$ cat src/include/amp_fault_pkg.sv
// constants and types shared by the amplifier fault-reporting block
package amp_fault_pkg;

   // ----------------------------------------------------------------
   // timing
   // ----------------------------------------------------------------
   localparam int unsigned CLK_FREQ_HZ        = 200_000_000;
   localparam int unsigned SD_TO_RESET_MIN_MS = 4;
   // least time is not rounded up, the per-ms count truncates; 800000 cycles at 200 MHz
   localparam int unsigned SD_TO_RESET_CYCLES =
      (CLK_FREQ_HZ / 1000 * SD_TO_RESET_MIN_MS + 0) ;

   // ----------------------------------------------------------------
   // register map (axi4-lite byte addresses)
   // ----------------------------------------------------------------
   localparam logic [7:0] ADDR_CONTROL = 8'h00;
   localparam logic [7:0] ADDR_STATUS  = 8'h04;
   localparam logic [7:0] ADDR_INPUTS  = 8'h08;

   // control fields
   localparam int unsigned CTRL_MODE_LSB  = 0;
   localparam int unsigned CTRL_SMALL_PKG = 2;
   localparam int unsigned CTRL_RUN       = 3;
   localparam logic [31:0] CTRL_RESET_VAL = 32'h0000_0000;

   // status fields
   localparam int unsigned ST_OTE_LATCH   = 0;
   localparam int unsigned ST_OLP_LATCH   = 1;
   localparam int unsigned ST_UV          = 2;
   localparam int unsigned ST_SHUTDOWN    = 3;
   localparam int unsigned ST_HIZ_LSB     = 4;
   localparam int unsigned ST_GAP_DONE    = 8;
   localparam int unsigned ST_RESET_LOW   = 9;

   // axi response codes
   localparam logic [1:0] RESP_OKAY   = 2'h0;
   localparam logic [1:0] RESP_SLVERR = 2'h2;

   // output configuration
   typedef enum logic [1:0] {
      bridge_tied_mode,
      parallel_bridge_mode,
      single_ended_mode,
      mode_reserved
   } out_mode_e;

endpackage

$ cat src/rtl/amp_flag_sync.sv
// two-stage synchroniser for a bank of asynchronous fault levels
`timescale 1ns/1ps
module amp_flag_sync #(
   parameter int unsigned WIDTH = 8
) (
   input  wire logic             aclk,
   input  wire logic             aresetn,
   input  wire logic             ce,
   input  wire logic [WIDTH-1:0] raw,
   output logic      [WIDTH-1:0] synced
);

   logic [WIDTH-1:0] meta;
   logic [WIDTH-1:0] next_meta;
   logic [WIDTH-1:0] next_synced;

   // ----------------------------------------------------------------
   // next state
   // ----------------------------------------------------------------
   always_comb begin
      next_meta   = meta;
      next_synced = synced;
      if (!aresetn) begin
         next_meta   = '0;
         next_synced = '0;
      end else if (ce) begin
         next_meta   = raw;
         next_synced = meta;   // first stage feeds only this flop
      end
   end

   // registers only
   always_ff @(posedge aclk) begin
      meta   <= next_meta;
      synced <= next_synced;
   end

endmodule // amp_flag_sync

$ cat src/rtl/amp_fault_reporting.sv
// fault protection and error reporting of a four half-bridge power stage
//
// Design decisions made here: the address map and the AXI4-Lite interface to the registers.
`timescale 1ns/1ps

module amp_fault_reporting
   import amp_fault_pkg::*;
#(
   parameter int unsigned SD_GAP_CYCLES = amp_fault_pkg::SD_TO_RESET_CYCLES
) (
   input  wire logic        aclk,
   input  wire logic        aresetn,
   input  wire logic        ce,
   // device reset pin and fault levels
   input  wire logic        reset_pin_n,
   input  wire logic        gate_drive_supply_ok,
   input  wire logic        common_supply_ok,
   input  wire logic        temp_above_low,
   input  wire logic        temp_above_high,
   input  wire logic        overtemp_error,
   input  wire logic [3:0]  overload_fault,
   // open-drain flags: pin driven low while oe high
   output logic             shutdown_fault_n_o,
   output logic             shutdown_fault_n_oe,
   output logic             temp_warning_low_n_o,
   output logic             temp_warning_low_n_oe,
   output logic             temp_warning_high_n_o,
   output logic             temp_warning_high_n_oe,
   output logic             temp_warning_n_o,
   output logic             temp_warning_n_oe,
   // power stage
   output logic [3:0]       bridge_hiz,
   output logic [3:0]       bridge_pulldown,
   // axi4-lite slave
   input  wire logic [7:0]  s_axi_awaddr,
   input  wire logic        s_axi_awvalid,
   output logic             s_axi_awready,
   input  wire logic [31:0] s_axi_wdata,
   input  wire logic [3:0]  s_axi_wstrb,
   input  wire logic        s_axi_wvalid,
   output logic             s_axi_wready,
   output logic [1:0]       s_axi_bresp,
   output logic             s_axi_bvalid,
   input  wire logic        s_axi_bready,
   input  wire logic [7:0]  s_axi_araddr,
   input  wire logic        s_axi_arvalid,
   output logic             s_axi_arready,
   output logic [31:0]      s_axi_rdata,
   output logic [1:0]       s_axi_rresp,
   output logic             s_axi_rvalid,
   input  wire logic        s_axi_rready
);

   // ----------------------------------------------------------------
   // input sampling
   // ----------------------------------------------------------------
   localparam int unsigned NSYNC = 10;
   logic [NSYNC-1:0] raw_in;
   logic [NSYNC-1:0] sync_in;

   assign raw_in = {overload_fault, overtemp_error, temp_above_high, temp_above_low,
                    common_supply_ok, gate_drive_supply_ok, reset_pin_n};

   // levels enter through a synchroniser bank
   amp_flag_sync #(.WIDTH(NSYNC)) u_sync (
      .aclk    (aclk),
      .aresetn (aresetn),
      .ce      (ce),
      .raw     (raw_in),
      .synced  (sync_in)
   );

   logic       rst_pin_n_s;
   logic       supplies_ok;
   logic       warn_low;
   logic       warn_high;
   logic       ote_s;
   logic [3:0] olp_s;

   assign rst_pin_n_s = sync_in[0];
   assign supplies_ok = sync_in[1] & sync_in[2];
   assign warn_low    = sync_in[3];
   assign warn_high   = sync_in[4];
   assign ote_s       = sync_in[5];
   assign olp_s       = sync_in[9:6];

   // ----------------------------------------------------------------
   // mode grouping of local errors
   // ----------------------------------------------------------------
   function automatic logic [3:0] group_off(input logic [3:0] err, input out_mode_e m);
      logic [3:0] r;
      r = '0;
      if (m == parallel_bridge_mode) begin
         r = {4{|err}};
      end else begin
         r[1:0] = {2{err[0] | err[1]}};
         r[3:2] = {2{err[2] | err[3]}};
      end
      return r;
   endfunction

   // ----------------------------------------------------------------
   // control register and fault state
   // ----------------------------------------------------------------
   logic [31:0] control;
   logic        ote_latch;
   logic [3:0]  olp_latch;
   logic        rst_pin_d;
   logic [19:0] gap_cnt;
   logic        gap_done;
   logic        sd_low_q;

   logic        next_ote_latch;
   logic [3:0]  next_olp_latch;
   logic        next_rst_pin_d;
   logic [19:0] next_gap_cnt;
   logic        next_gap_done;

   out_mode_e   mode;
   logic        run_en;
   logic        reset_rise;
   logic        fault_any;
   logic [3:0]  hiz_now;
   logic [3:0]  olp_held;

   assign mode       = out_mode_e'(control[CTRL_MODE_LSB +: 2]);
   assign run_en     = control[CTRL_RUN];
   assign reset_rise = rst_pin_n_s & ~rst_pin_d;
   // latch is treated as gone on the rise itself, so no one-cycle false shutdown
   assign olp_held   = reset_rise ? 4'h0 : olp_latch;
   assign fault_any  = ote_latch | (|olp_held) | ~supplies_ok;

   // high impedance: reset, supply loss, latched fault, run bit clear or local group
   always_comb begin
      hiz_now = group_off(olp_held, mode);
      if (!rst_pin_n_s || !supplies_ok || ote_latch || !run_en) begin
         hiz_now = 4'hf;
      end
   end

   // fault latches and shutdown-gap counter
   always_comb begin
      next_ote_latch = ote_latch;
      next_olp_latch = olp_latch;
      next_rst_pin_d = rst_pin_d;
      next_gap_cnt   = gap_cnt;
      next_gap_done  = gap_done;
      if (!aresetn) begin
         next_ote_latch = 1'b0;
         next_olp_latch = '0;
         next_rst_pin_d = 1'b0;
         next_gap_cnt   = '0;
         next_gap_done  = 1'b0;
      end else if (ce) begin
         next_rst_pin_d = rst_pin_n_s;
         // reset low clears the thermal latch; event only sets it while reset is high
         if (!rst_pin_n_s) begin
            next_ote_latch = 1'b0;
         end
         if (ote_s && rst_pin_n_s) begin
            next_ote_latch = 1'b1;
         end
         // overload only released on reset rising edge
         if (reset_rise) begin
            next_olp_latch = '0;
         end
         next_olp_latch = next_olp_latch | (olp_s & {4{rst_pin_n_s}});
         // time since shutdown fell, so software can see when reset may rise
         if (!sd_low_q) begin
            next_gap_cnt  = '0;
            next_gap_done = 1'b0;
         end else if (gap_cnt >= 20'(SD_GAP_CYCLES - 1)) begin
            next_gap_done = 1'b1;
         end else begin
            next_gap_cnt = gap_cnt + 20'h1;
         end
      end
   end

   always_ff @(posedge aclk) begin
      ote_latch <= next_ote_latch;
      olp_latch <= next_olp_latch;
      rst_pin_d <= next_rst_pin_d;
      gap_cnt   <= next_gap_cnt;
      gap_done  <= next_gap_done;
   end

   // ----------------------------------------------------------------
   // registered outputs toward the pins
   // ----------------------------------------------------------------
   logic       next_sd_low;
   logic       next_wl_low;
   logic       next_wh_low;
   logic [3:0] next_hiz;
   logic [3:0] next_pd;
   logic       next_ws_low;

   always_comb begin
      next_sd_low = sd_low_q;
      next_wl_low = temp_warning_low_n_oe;
      next_wh_low = temp_warning_high_n_oe;
      next_ws_low = temp_warning_n_oe;
      next_hiz    = bridge_hiz;
      next_pd     = bridge_pulldown;
      if (!aresetn) begin
         next_sd_low = 1'b0;
         next_wl_low = 1'b0;
         next_wh_low = 1'b0;
         next_ws_low = 1'b0;
         next_hiz    = 4'hf;
         next_pd     = 4'h0;
      end else if (ce) begin
         next_sd_low = fault_any & rst_pin_n_s;
         // both warnings (the single flag in the small package) also pulled on shutdown-class temperature error
         // package choice folded in here so a frozen clock enable holds every flag
         next_wh_low = (warn_high | ote_latch) & ~control[CTRL_SMALL_PKG];
         next_wl_low = (warn_low | warn_high | ote_latch) & ~control[CTRL_SMALL_PKG];
         next_ws_low = (warn_high | ote_latch) & control[CTRL_SMALL_PKG];
         next_hiz    = hiz_now;
         // no pulldown in single-ended mode
         next_pd     = (!rst_pin_n_s && mode != single_ended_mode) ? 4'hf : 4'h0;
      end
   end

   always_ff @(posedge aclk) begin
      sd_low_q        <= next_sd_low;
      bridge_hiz      <= next_hiz;
      bridge_pulldown <= next_pd;
   end

   // open-drain: value always 0, enable pulls low; pullup releases high
   always_ff @(posedge aclk) begin
      shutdown_fault_n_o     <= 1'b0;
      temp_warning_low_n_o   <= 1'b0;
      temp_warning_high_n_o  <= 1'b0;
      temp_warning_n_o       <= 1'b0;
      shutdown_fault_n_oe    <= next_sd_low;
      temp_warning_low_n_oe  <= next_wl_low;
      temp_warning_high_n_oe <= next_wh_low;
      temp_warning_n_oe      <= next_ws_low;
   end

   // ----------------------------------------------------------------
   // axi4-lite slave
   // ----------------------------------------------------------------
   logic        aw_got, w_got;
   logic [7:0]  aw_addr;
   logic [31:0] w_data;
   logic [3:0]  w_strb;
   logic        next_aw_got, next_w_got, next_bvalid, next_rvalid;
   logic [7:0]  next_aw_addr;
   logic [31:0] next_w_data, next_control, next_rdata;
   logic [3:0]  next_w_strb;
   logic [1:0]  next_bresp, next_rresp;
   logic [31:0] status_word;

   assign status_word = {22'h0, ~rst_pin_n_s, gap_done, bridge_hiz,
                         sd_low_q, ~supplies_ok, |olp_latch, ote_latch};

   always_comb begin
      next_aw_got  = aw_got;
      next_w_got   = w_got;
      next_aw_addr = aw_addr;
      next_w_data  = w_data;
      next_w_strb  = w_strb;
      next_bvalid  = s_axi_bvalid;
      next_bresp   = s_axi_bresp;
      next_rvalid  = s_axi_rvalid;
      next_rdata   = s_axi_rdata;
      next_rresp   = s_axi_rresp;
      next_control = control;
      if (!aresetn) begin
         next_aw_got  = 1'b0;
         next_w_got   = 1'b0;
         next_aw_addr = '0;
         next_w_data  = '0;
         next_w_strb  = '0;
         next_bvalid  = 1'b0;
         next_bresp   = RESP_OKAY;
         next_rvalid  = 1'b0;
         next_rdata   = '0;
         next_rresp   = RESP_OKAY;
         next_control = CTRL_RESET_VAL;
      end else if (ce) begin
         if (s_axi_awvalid && s_axi_awready) begin
            next_aw_got  = 1'b1;
            next_aw_addr = s_axi_awaddr;
         end
         if (s_axi_wvalid && s_axi_wready) begin
            next_w_got  = 1'b1;
            next_w_data = s_axi_wdata;
            next_w_strb = s_axi_wstrb;
         end
         if (s_axi_bvalid && s_axi_bready) begin
            next_bvalid = 1'b0;
         end
         // write commits once both halves are held
         if (aw_got && w_got && !s_axi_bvalid) begin
            next_aw_got = 1'b0;
            next_w_got  = 1'b0;
            next_bvalid = 1'b1;
            next_bresp  = RESP_SLVERR;
            if (aw_addr == ADDR_CONTROL) begin
               next_bresp = RESP_OKAY;
               for (int i = 0; i < 4; i++) begin
                  if (w_strb[i]) begin
                     next_control[i*8 +: 8] = w_data[i*8 +: 8];
                  end
               end
            end else if (aw_addr == ADDR_STATUS || aw_addr == ADDR_INPUTS) begin
               next_bresp = RESP_OKAY;              // read-only, write ignored
            end
         end
         if (s_axi_rvalid && s_axi_rready) begin
            next_rvalid = 1'b0;
         end
         if (s_axi_arvalid && s_axi_arready) begin
            next_rvalid = 1'b1;
            next_rresp  = RESP_OKAY;
            unique case (s_axi_araddr)
               ADDR_CONTROL: next_rdata = control;
               ADDR_STATUS:  next_rdata = status_word;
               ADDR_INPUTS:  next_rdata = {22'h0, sync_in};
               default: begin
                  next_rdata = '0;
                  next_rresp = RESP_SLVERR;
               end
            endcase
         end
      end
   end

   always_ff @(posedge aclk) begin
      aw_got        <= next_aw_got;
      w_got         <= next_w_got;
      aw_addr       <= next_aw_addr;
      w_data        <= next_w_data;
      w_strb        <= next_w_strb;
      s_axi_bvalid  <= next_bvalid;
      s_axi_bresp   <= next_bresp;
      s_axi_rvalid  <= next_rvalid;
      s_axi_rdata   <= next_rdata;
      s_axi_rresp   <= next_rresp;
      control       <= next_control;
      // ready flags registered; one item held per channel
      s_axi_awready <= aresetn & ~next_aw_got;
      s_axi_wready  <= aresetn & ~next_w_got;
      s_axi_arready <= aresetn & ~next_rvalid;
   end

endmodule // amp_fault_reporting

$ cat config.mk
export PLATFORM = sky130hd
export DESIGN_NAME = amp_fault_reporting
export DESIGN_NICKNAME = d
export VERILOG_FILES = /design/src/include/amp_fault_pkg.sv /design/src/rtl/amp_flag_sync.sv /design/src/rtl/amp_fault_reporting.sv
export SDC_FILE = /design/constraint.sdc
export NUM_CORES = 1
export LEC_CHECK = 0
export ABC_AREA = 1
export BUFFER_PORTS_ARGS = -buffer_cell sky130_fd_sc_hd__buf_4
export CORE_MARGIN = 2
export CORE_UTILIZATION = 60
export CTS_CLUSTER_SIZE = 16
export DETAILED_ROUTE_END_ITERATION = 12
export PLACE_DENSITY_LB_ADDON = 0.12
export SLEW_MARGIN = 30
export SYNTH_ARGS = -nofsm -noshare
export SYNTH_HDL_FRONTEND = slang
export SYNTH_SLANG_ARGS = --single-unit
export TNS_END_PERCENT = 20
$ cat constraint.sdc
create_clock -name aclk -period 2.8 [get_ports aclk]
set_input_delay 0.42 -clock aclk [delete_from_list [all_inputs] [get_ports aclk]]
set_output_delay 0.42 -clock aclk [all_outputs]
set_load 0.05 [all_outputs]
* Yosys cells after proc, flatten, opt, wreduce, memory -nomap -nowiden *
Cells that the tools add are included.

cells by class
  add/subtract/negate cells = 1
  magnitude comparators = 1
  eq/ne operators = 9
  muxes and demuxes = 30
  bitwise operators = 25
  reductions and logical operators = 35

operators by type and width
  operator               count
  $pmux 32 s3            1
  $mux 20                2
  $mux 4                 6
  $add 20x1->20 const B  1
  $ge 20x20->1 const B   1
  $mux 1                 18
  $eq 8x3->1 const B     2
  $eq 8x4->1 const B     2
  $logic_not 8->1        2
  $reduce_and 2->1       8
  $reduce_and 4->1       4
  $and 1x1->1            9
  $logic_and 1x1->1      9
  $reduce_or 4->1        2
  $not 1->1              7
  $or 1x1->1             7
  $mux 2                 3
  $ne 2x2->1 const B     3
  $and 4x4->4            1
  $logic_not 1->1        4
  $logic_or 1x1->1       4
  $or 4x4->4             1
  $reduce_or 3->1        1
  $eq 2x1->1 const B     1
  other kinds (2)        2

word-level totals
  flip-flop bits (word level) = 178
  output and inout bits = 57

* Depth between registers and ports, before layout *
  word-level depth = 7
  gate-level depth with buffers = 11
  depth with buffers taken out = 11

* Modules after synthesis *
A second synthesis with hierarchy kept.

second synthesis, totals
  cells, all modules = 1,018
  area total of the unflattened synthesis = 7,339.5 sq um

modules (own cells, without submodules)
  module               times used  cells each  area an instance (sq um)
  amp_fault_reporting  1           892         6,508.7
  amp_flag_sync        1           126         830.8

* Worst setup path after synthesis *
OpenSTA, ideal clock, no wires.

  path type = flip-flop to flip-flop
  start = register shutdown_fault_n_oe (netlist name)
  end = register gap_cnt[17]
  arrival time = 1.603 ns
  data required time = 2.689 ns
  setup slack = 1.085 ns
  cell stages (with the launch flop) = 8
  buffers on the path = 2
  clock period less this slack = 1.715 ns
  path through = dfxtp_1 -> buf_2 -> inv_2 -> nand2_1 -> buf_2 -> nand3_1 -> nand2_1 -> nor2_1

RTL lines
  element               line                        source
  to (signal assigned)  amp_fault_reporting.sv:184  gap_cnt <= next_gap_cnt;
  to (decl)             amp_fault_reporting.sv:109  logic [19:0] gap_cnt;

* Worst setup path after layout *
  start = register gap_cnt[0]
  end = register gap_cnt[2]

between the ends
  cells in the longest elaborated chain, start to end = 3
  elaborated cells on any way between the ends = 6

RTL lines
  element                                               line
  $add 20x1->20 / $ge 20x20->1 (equally long branches)  amp_fault_reporting.sv:175, amp_fault_reporting.sv:172
  $mux 20 / $ne 2x2->1 (equally long branches)          --
  $mux 20 / $reduce_and 2->1 (equally long branches)    --

Parallel ways exist; a longest one is shown, timed or not. The select of a mux whose other input is x is not followed.
A chain may end at the register's enable or synchronous reset.

==> metrics.cfg <==
[power_and_ir_drop]
p_leak_nw = 3.64
report.power.total_w = 0.00542
power_density_mw_per_mm2 = 623
ir_drop_mv = 0.492

[setup_path]
timing.rr.start = gap_cnt[0]$_SDFFE_PN0P_
r2r_slack_ns = 0.76
crit-reg2reg-capture = gap_cnt[2]$_SDFFE_PN0P_
critPathCaptureType = flop
crit_path_start_kind = flop
crit_arrival_ns = 2.40
path_class = reg -> reg
reg2regPathDepth = 11
required_ns = 3.16
critPathMaxFanout = 21

[synthesis]
yosysUniqueCellTypes = 36
netlist_area_sq_mm = 0.00722
synth_warnings = 0
seq_area_frac_synth_pct = 47.4
synth_top_cell_area_share_pct = 47.4
avgSynthCellArea_sq_um = 7.22
synth_area_leaders = dfxtp_1, nand2_1, nor2_1
syn_inst = 1000
ys_ff_latch = 171
yosysTopAreaCell = dfxtp_1

[cells_and_area]
finalNetCount = 1165
fill_cells = 992
antenna_cells = 0
register_area_sq_mm = 0.00342
multi_input_area_sq_mm = 0.00327
synthToLayoutAreaGrowth_pct = 20.6
design_area_sq_mm = 0.00870
drive_above_1_share_pct = 18.6

[timing]
whs_ns = 0.214
setup_viol_count_final = 0
worst_pin_slew_ns = 0.897
fmax_mhz = 490
fin_crit_ns = 2.04
slew_headroom_pct = 40.1
fin_ws_ns = 0.757
fin_tns_setup_ns = 0
rsz0062_at_grt = false
slew_violations = 0
min_period_over_period_pct = 73.0
hold_viol_final = 0
clock_skew_ns = 0.00995

[outcome]
status = finished, final reports clean

[detailed_routing]
viasPerCell = 5.37
first_pass_iters = 7
drc_errors = 0
drt-initial-drc-count = 480
ant_nets = 0
via_count = 6735
routed_wirelength_um = 17600
wl_per_cell_um = 14.0

[clock_network]
htree_levels = 4
numCtsBuffers = 17
cts_root_buffer = clkbuf_16
clkTransAtPathRegs_ns = 0.06
postCtsHoldBufs = 0
cts_tree = done
numClockSinks = 171
post_cts_buffers = 0
clk-insertion-delay-late_ns = 0.43
cts_buffer_depth = 2
cts_resized = 0

[place]
dpl.hpwl_um = 11600
routabilityCongestion = 0.956
dpl-instance-area_sq_mm = 0.00811
dp_slack_ns = 0.780
port_buffers = 120

[global_routing]
track_usage_pct = 27.7
overflow = 0
grt_max_degree = 74
antenna_found_initial = 0
grt_pass1_vias = 6069
grt_pass1_wl_um = 28900

[flow_run]
maxCapViolations = 0

[hold_path]
hp-class = in -> reg
worstHoldStart = overload_fault[0]
min_to = u_sync.meta[6]$_SDFFE_PN0P_
hold_depth = 3

[die]
dieArea_sq_mm = 0.0129
start_util_pct = 60.8
rows = 40
io_pins = 127
die_x_um = 114
fp.dieH_um = 114
core_area_sq_mm = 0.0119

[cell usage after synthesis]
cell      instances
nand2_2          13
dfxtp_1         171
buf_8             2
and3_1            1
nand4_1           5
nand2_4           2
nand3_4           1
o21bai_1          6
a21oi_1          95
buf_4            11
nor3_2            1
nand3b_1          1
inv_2             3
nor3_1            5
nor2_4            2
buf_6             1
buf_2            16
a21oi_2          11
buf_1             3
conb_1            1
inv_1            56
xor2_1            3
nor4_1            1
nand2_1         218
nand3_1          56
nor2_1          171
clkinv_1          2
ha_1              1
nor2_2            1
o21ai_0         100
a31oi_1           1
o22ai_1           1
xnor2_1           1
clkbuf_1         28
and2_1            1
nand3_2           8
[layout by cell type, fill, tap and decap left out, types with 4 or more instances in the layout]
| cell | instances |
|---|---|
| nand2_1 | 218 |
| dfxtp_1 | 171 |
| nor2_1 | 170 |
| buf_4 | 129 |
| o21ai_0 | 100 |
| a21oi_1 | 95 |
| nand3_1 | 56 |
| inv_1 | 55 |
| clkbuf_16 | 17 |
| nand2_2 | 13 |
| a21oi_2 | 11 |
| nand3_2 | 8 |
| o21bai_1 | 6 |
| conb_1 | 6 |
| nor3_1 | 5 |
| nand4_1 | 5 |
| inv_2 | 4 |
| clkinv_2 | 4 |
[critical path, cell delays in order, from the launching register on]
cell and delay [ns]:
dfxtp_1 0.44, ha_1 0.33, nand2_2 0.11, nor2_4 0.11, nand2_2 0.08, nand2_2 0.08, nand2_4 0.07, nand3_4 0.24
nand2_4 0.23, inv_2 0.14, nor2_1 0.05, nor2_1 0.10
[area by class of cell]
| class | instances | area share (%) |
|---|---|---|
| tap | 147 | 2.11 |
| sequential | 171 | 39.3 |
| clock inverter | 12 | 1.55 |
| inverter | 61 | 2.63 |
| clock buffer | 20 | 5.25 |
| multi-input combinational | 712 | 37.5 |
| timing repair buffer | 131 | 11.6 |
[how the worst max path moves through the flow]
stage	from	to	slack [ns]	cells after the start
2_1_floorplan	shutdown_fault_n_oe$_SDFFE_PN0P_	gap_cnt[17]$_SDFFE_PN0P_	1.09	7
6_report	gap_cnt[0]$_SDFFE_PN0P_	gap_cnt[2]$_SDFFE_PN0P_	0.76	11
4_1_cts	gap_cnt[0]$_SDFFE_PN0P_	gap_cnt[2]$_SDFFE_PN0P_	0.76	11
5_1_grt	gap_cnt[0]$_SDFFE_PN0P_	gap_cnt[2]$_SDFFE_PN0P_	0.59	11
3_3_place_gp	gap_cnt[0]$_SDFFE_PN0P_	gap_cnt[2]$_SDFFE_PN0P_	0.85	11
3_5_place_dp	gap_cnt[0]$_SDFFE_PN0P_	gap_cnt[2]$_SDFFE_PN0P_	0.78	11
[registers in the layout, summed over array words and instances (netlist names), 2 cells and up]
name	count
gap_cnt	20
bridge_hiz	2
olp_latch	4
w_data	32
u_sync.meta	10
control	32
w_strb	4
aw_addr	8
s_axi_rdata	32
u_sync.synced	10
[through the flow]
| step | util, % | std cells |
|---|---|---|
| final | 73.4 | 1254 |
| after CTS | 73.4 | 1254 |
| after global routing | 73.4 | 1254 |
| after global placement | 68.4 | 1222 |
| after detailed placement | 68.4 | 1222 |
| after floorplan | - | 1005 |
[kinds of logic (layout without fill, tap and decap cells)]
kind of cell | after synthesis | count (layout) | share of synthesized area (%)
compound gates | 214 | 214 | 15.7
simple gates | 487 | 487 | 28.6
buf+inv | 122 | 224 | 7.61
other cells | 1 | 6 | 0.0520
fa+ha+maj | 1 | 1 | 0.173
flops | 171 | 171 | 47.4
xor+xnor | 4 | 4 | 0.486
[routing by layer]
layer | routed length [um] | global-route usage, % | vias up
met2 | 8140 | 44.0 | 244
met1 | 7930 | 37.6 | 3063
met3 | 1190 | 6.54 | 31
li1 | - | - | 3397
met4 | 321 | 9.11 | 0
met5 | 0 | 0 | -
[where the power goes]
group          total [W]  switching [W]  internal [W]  leakage [nW]
registers        0.00256      0.0000519       0.00251          1.39
clock network    0.00235       0.000978       0.00137         0.297
logic           0.000510       0.000335      0.000175          1.95
total            0.00542        0.00137       0.00406          3.64
(Power assumes the default switching activity.)
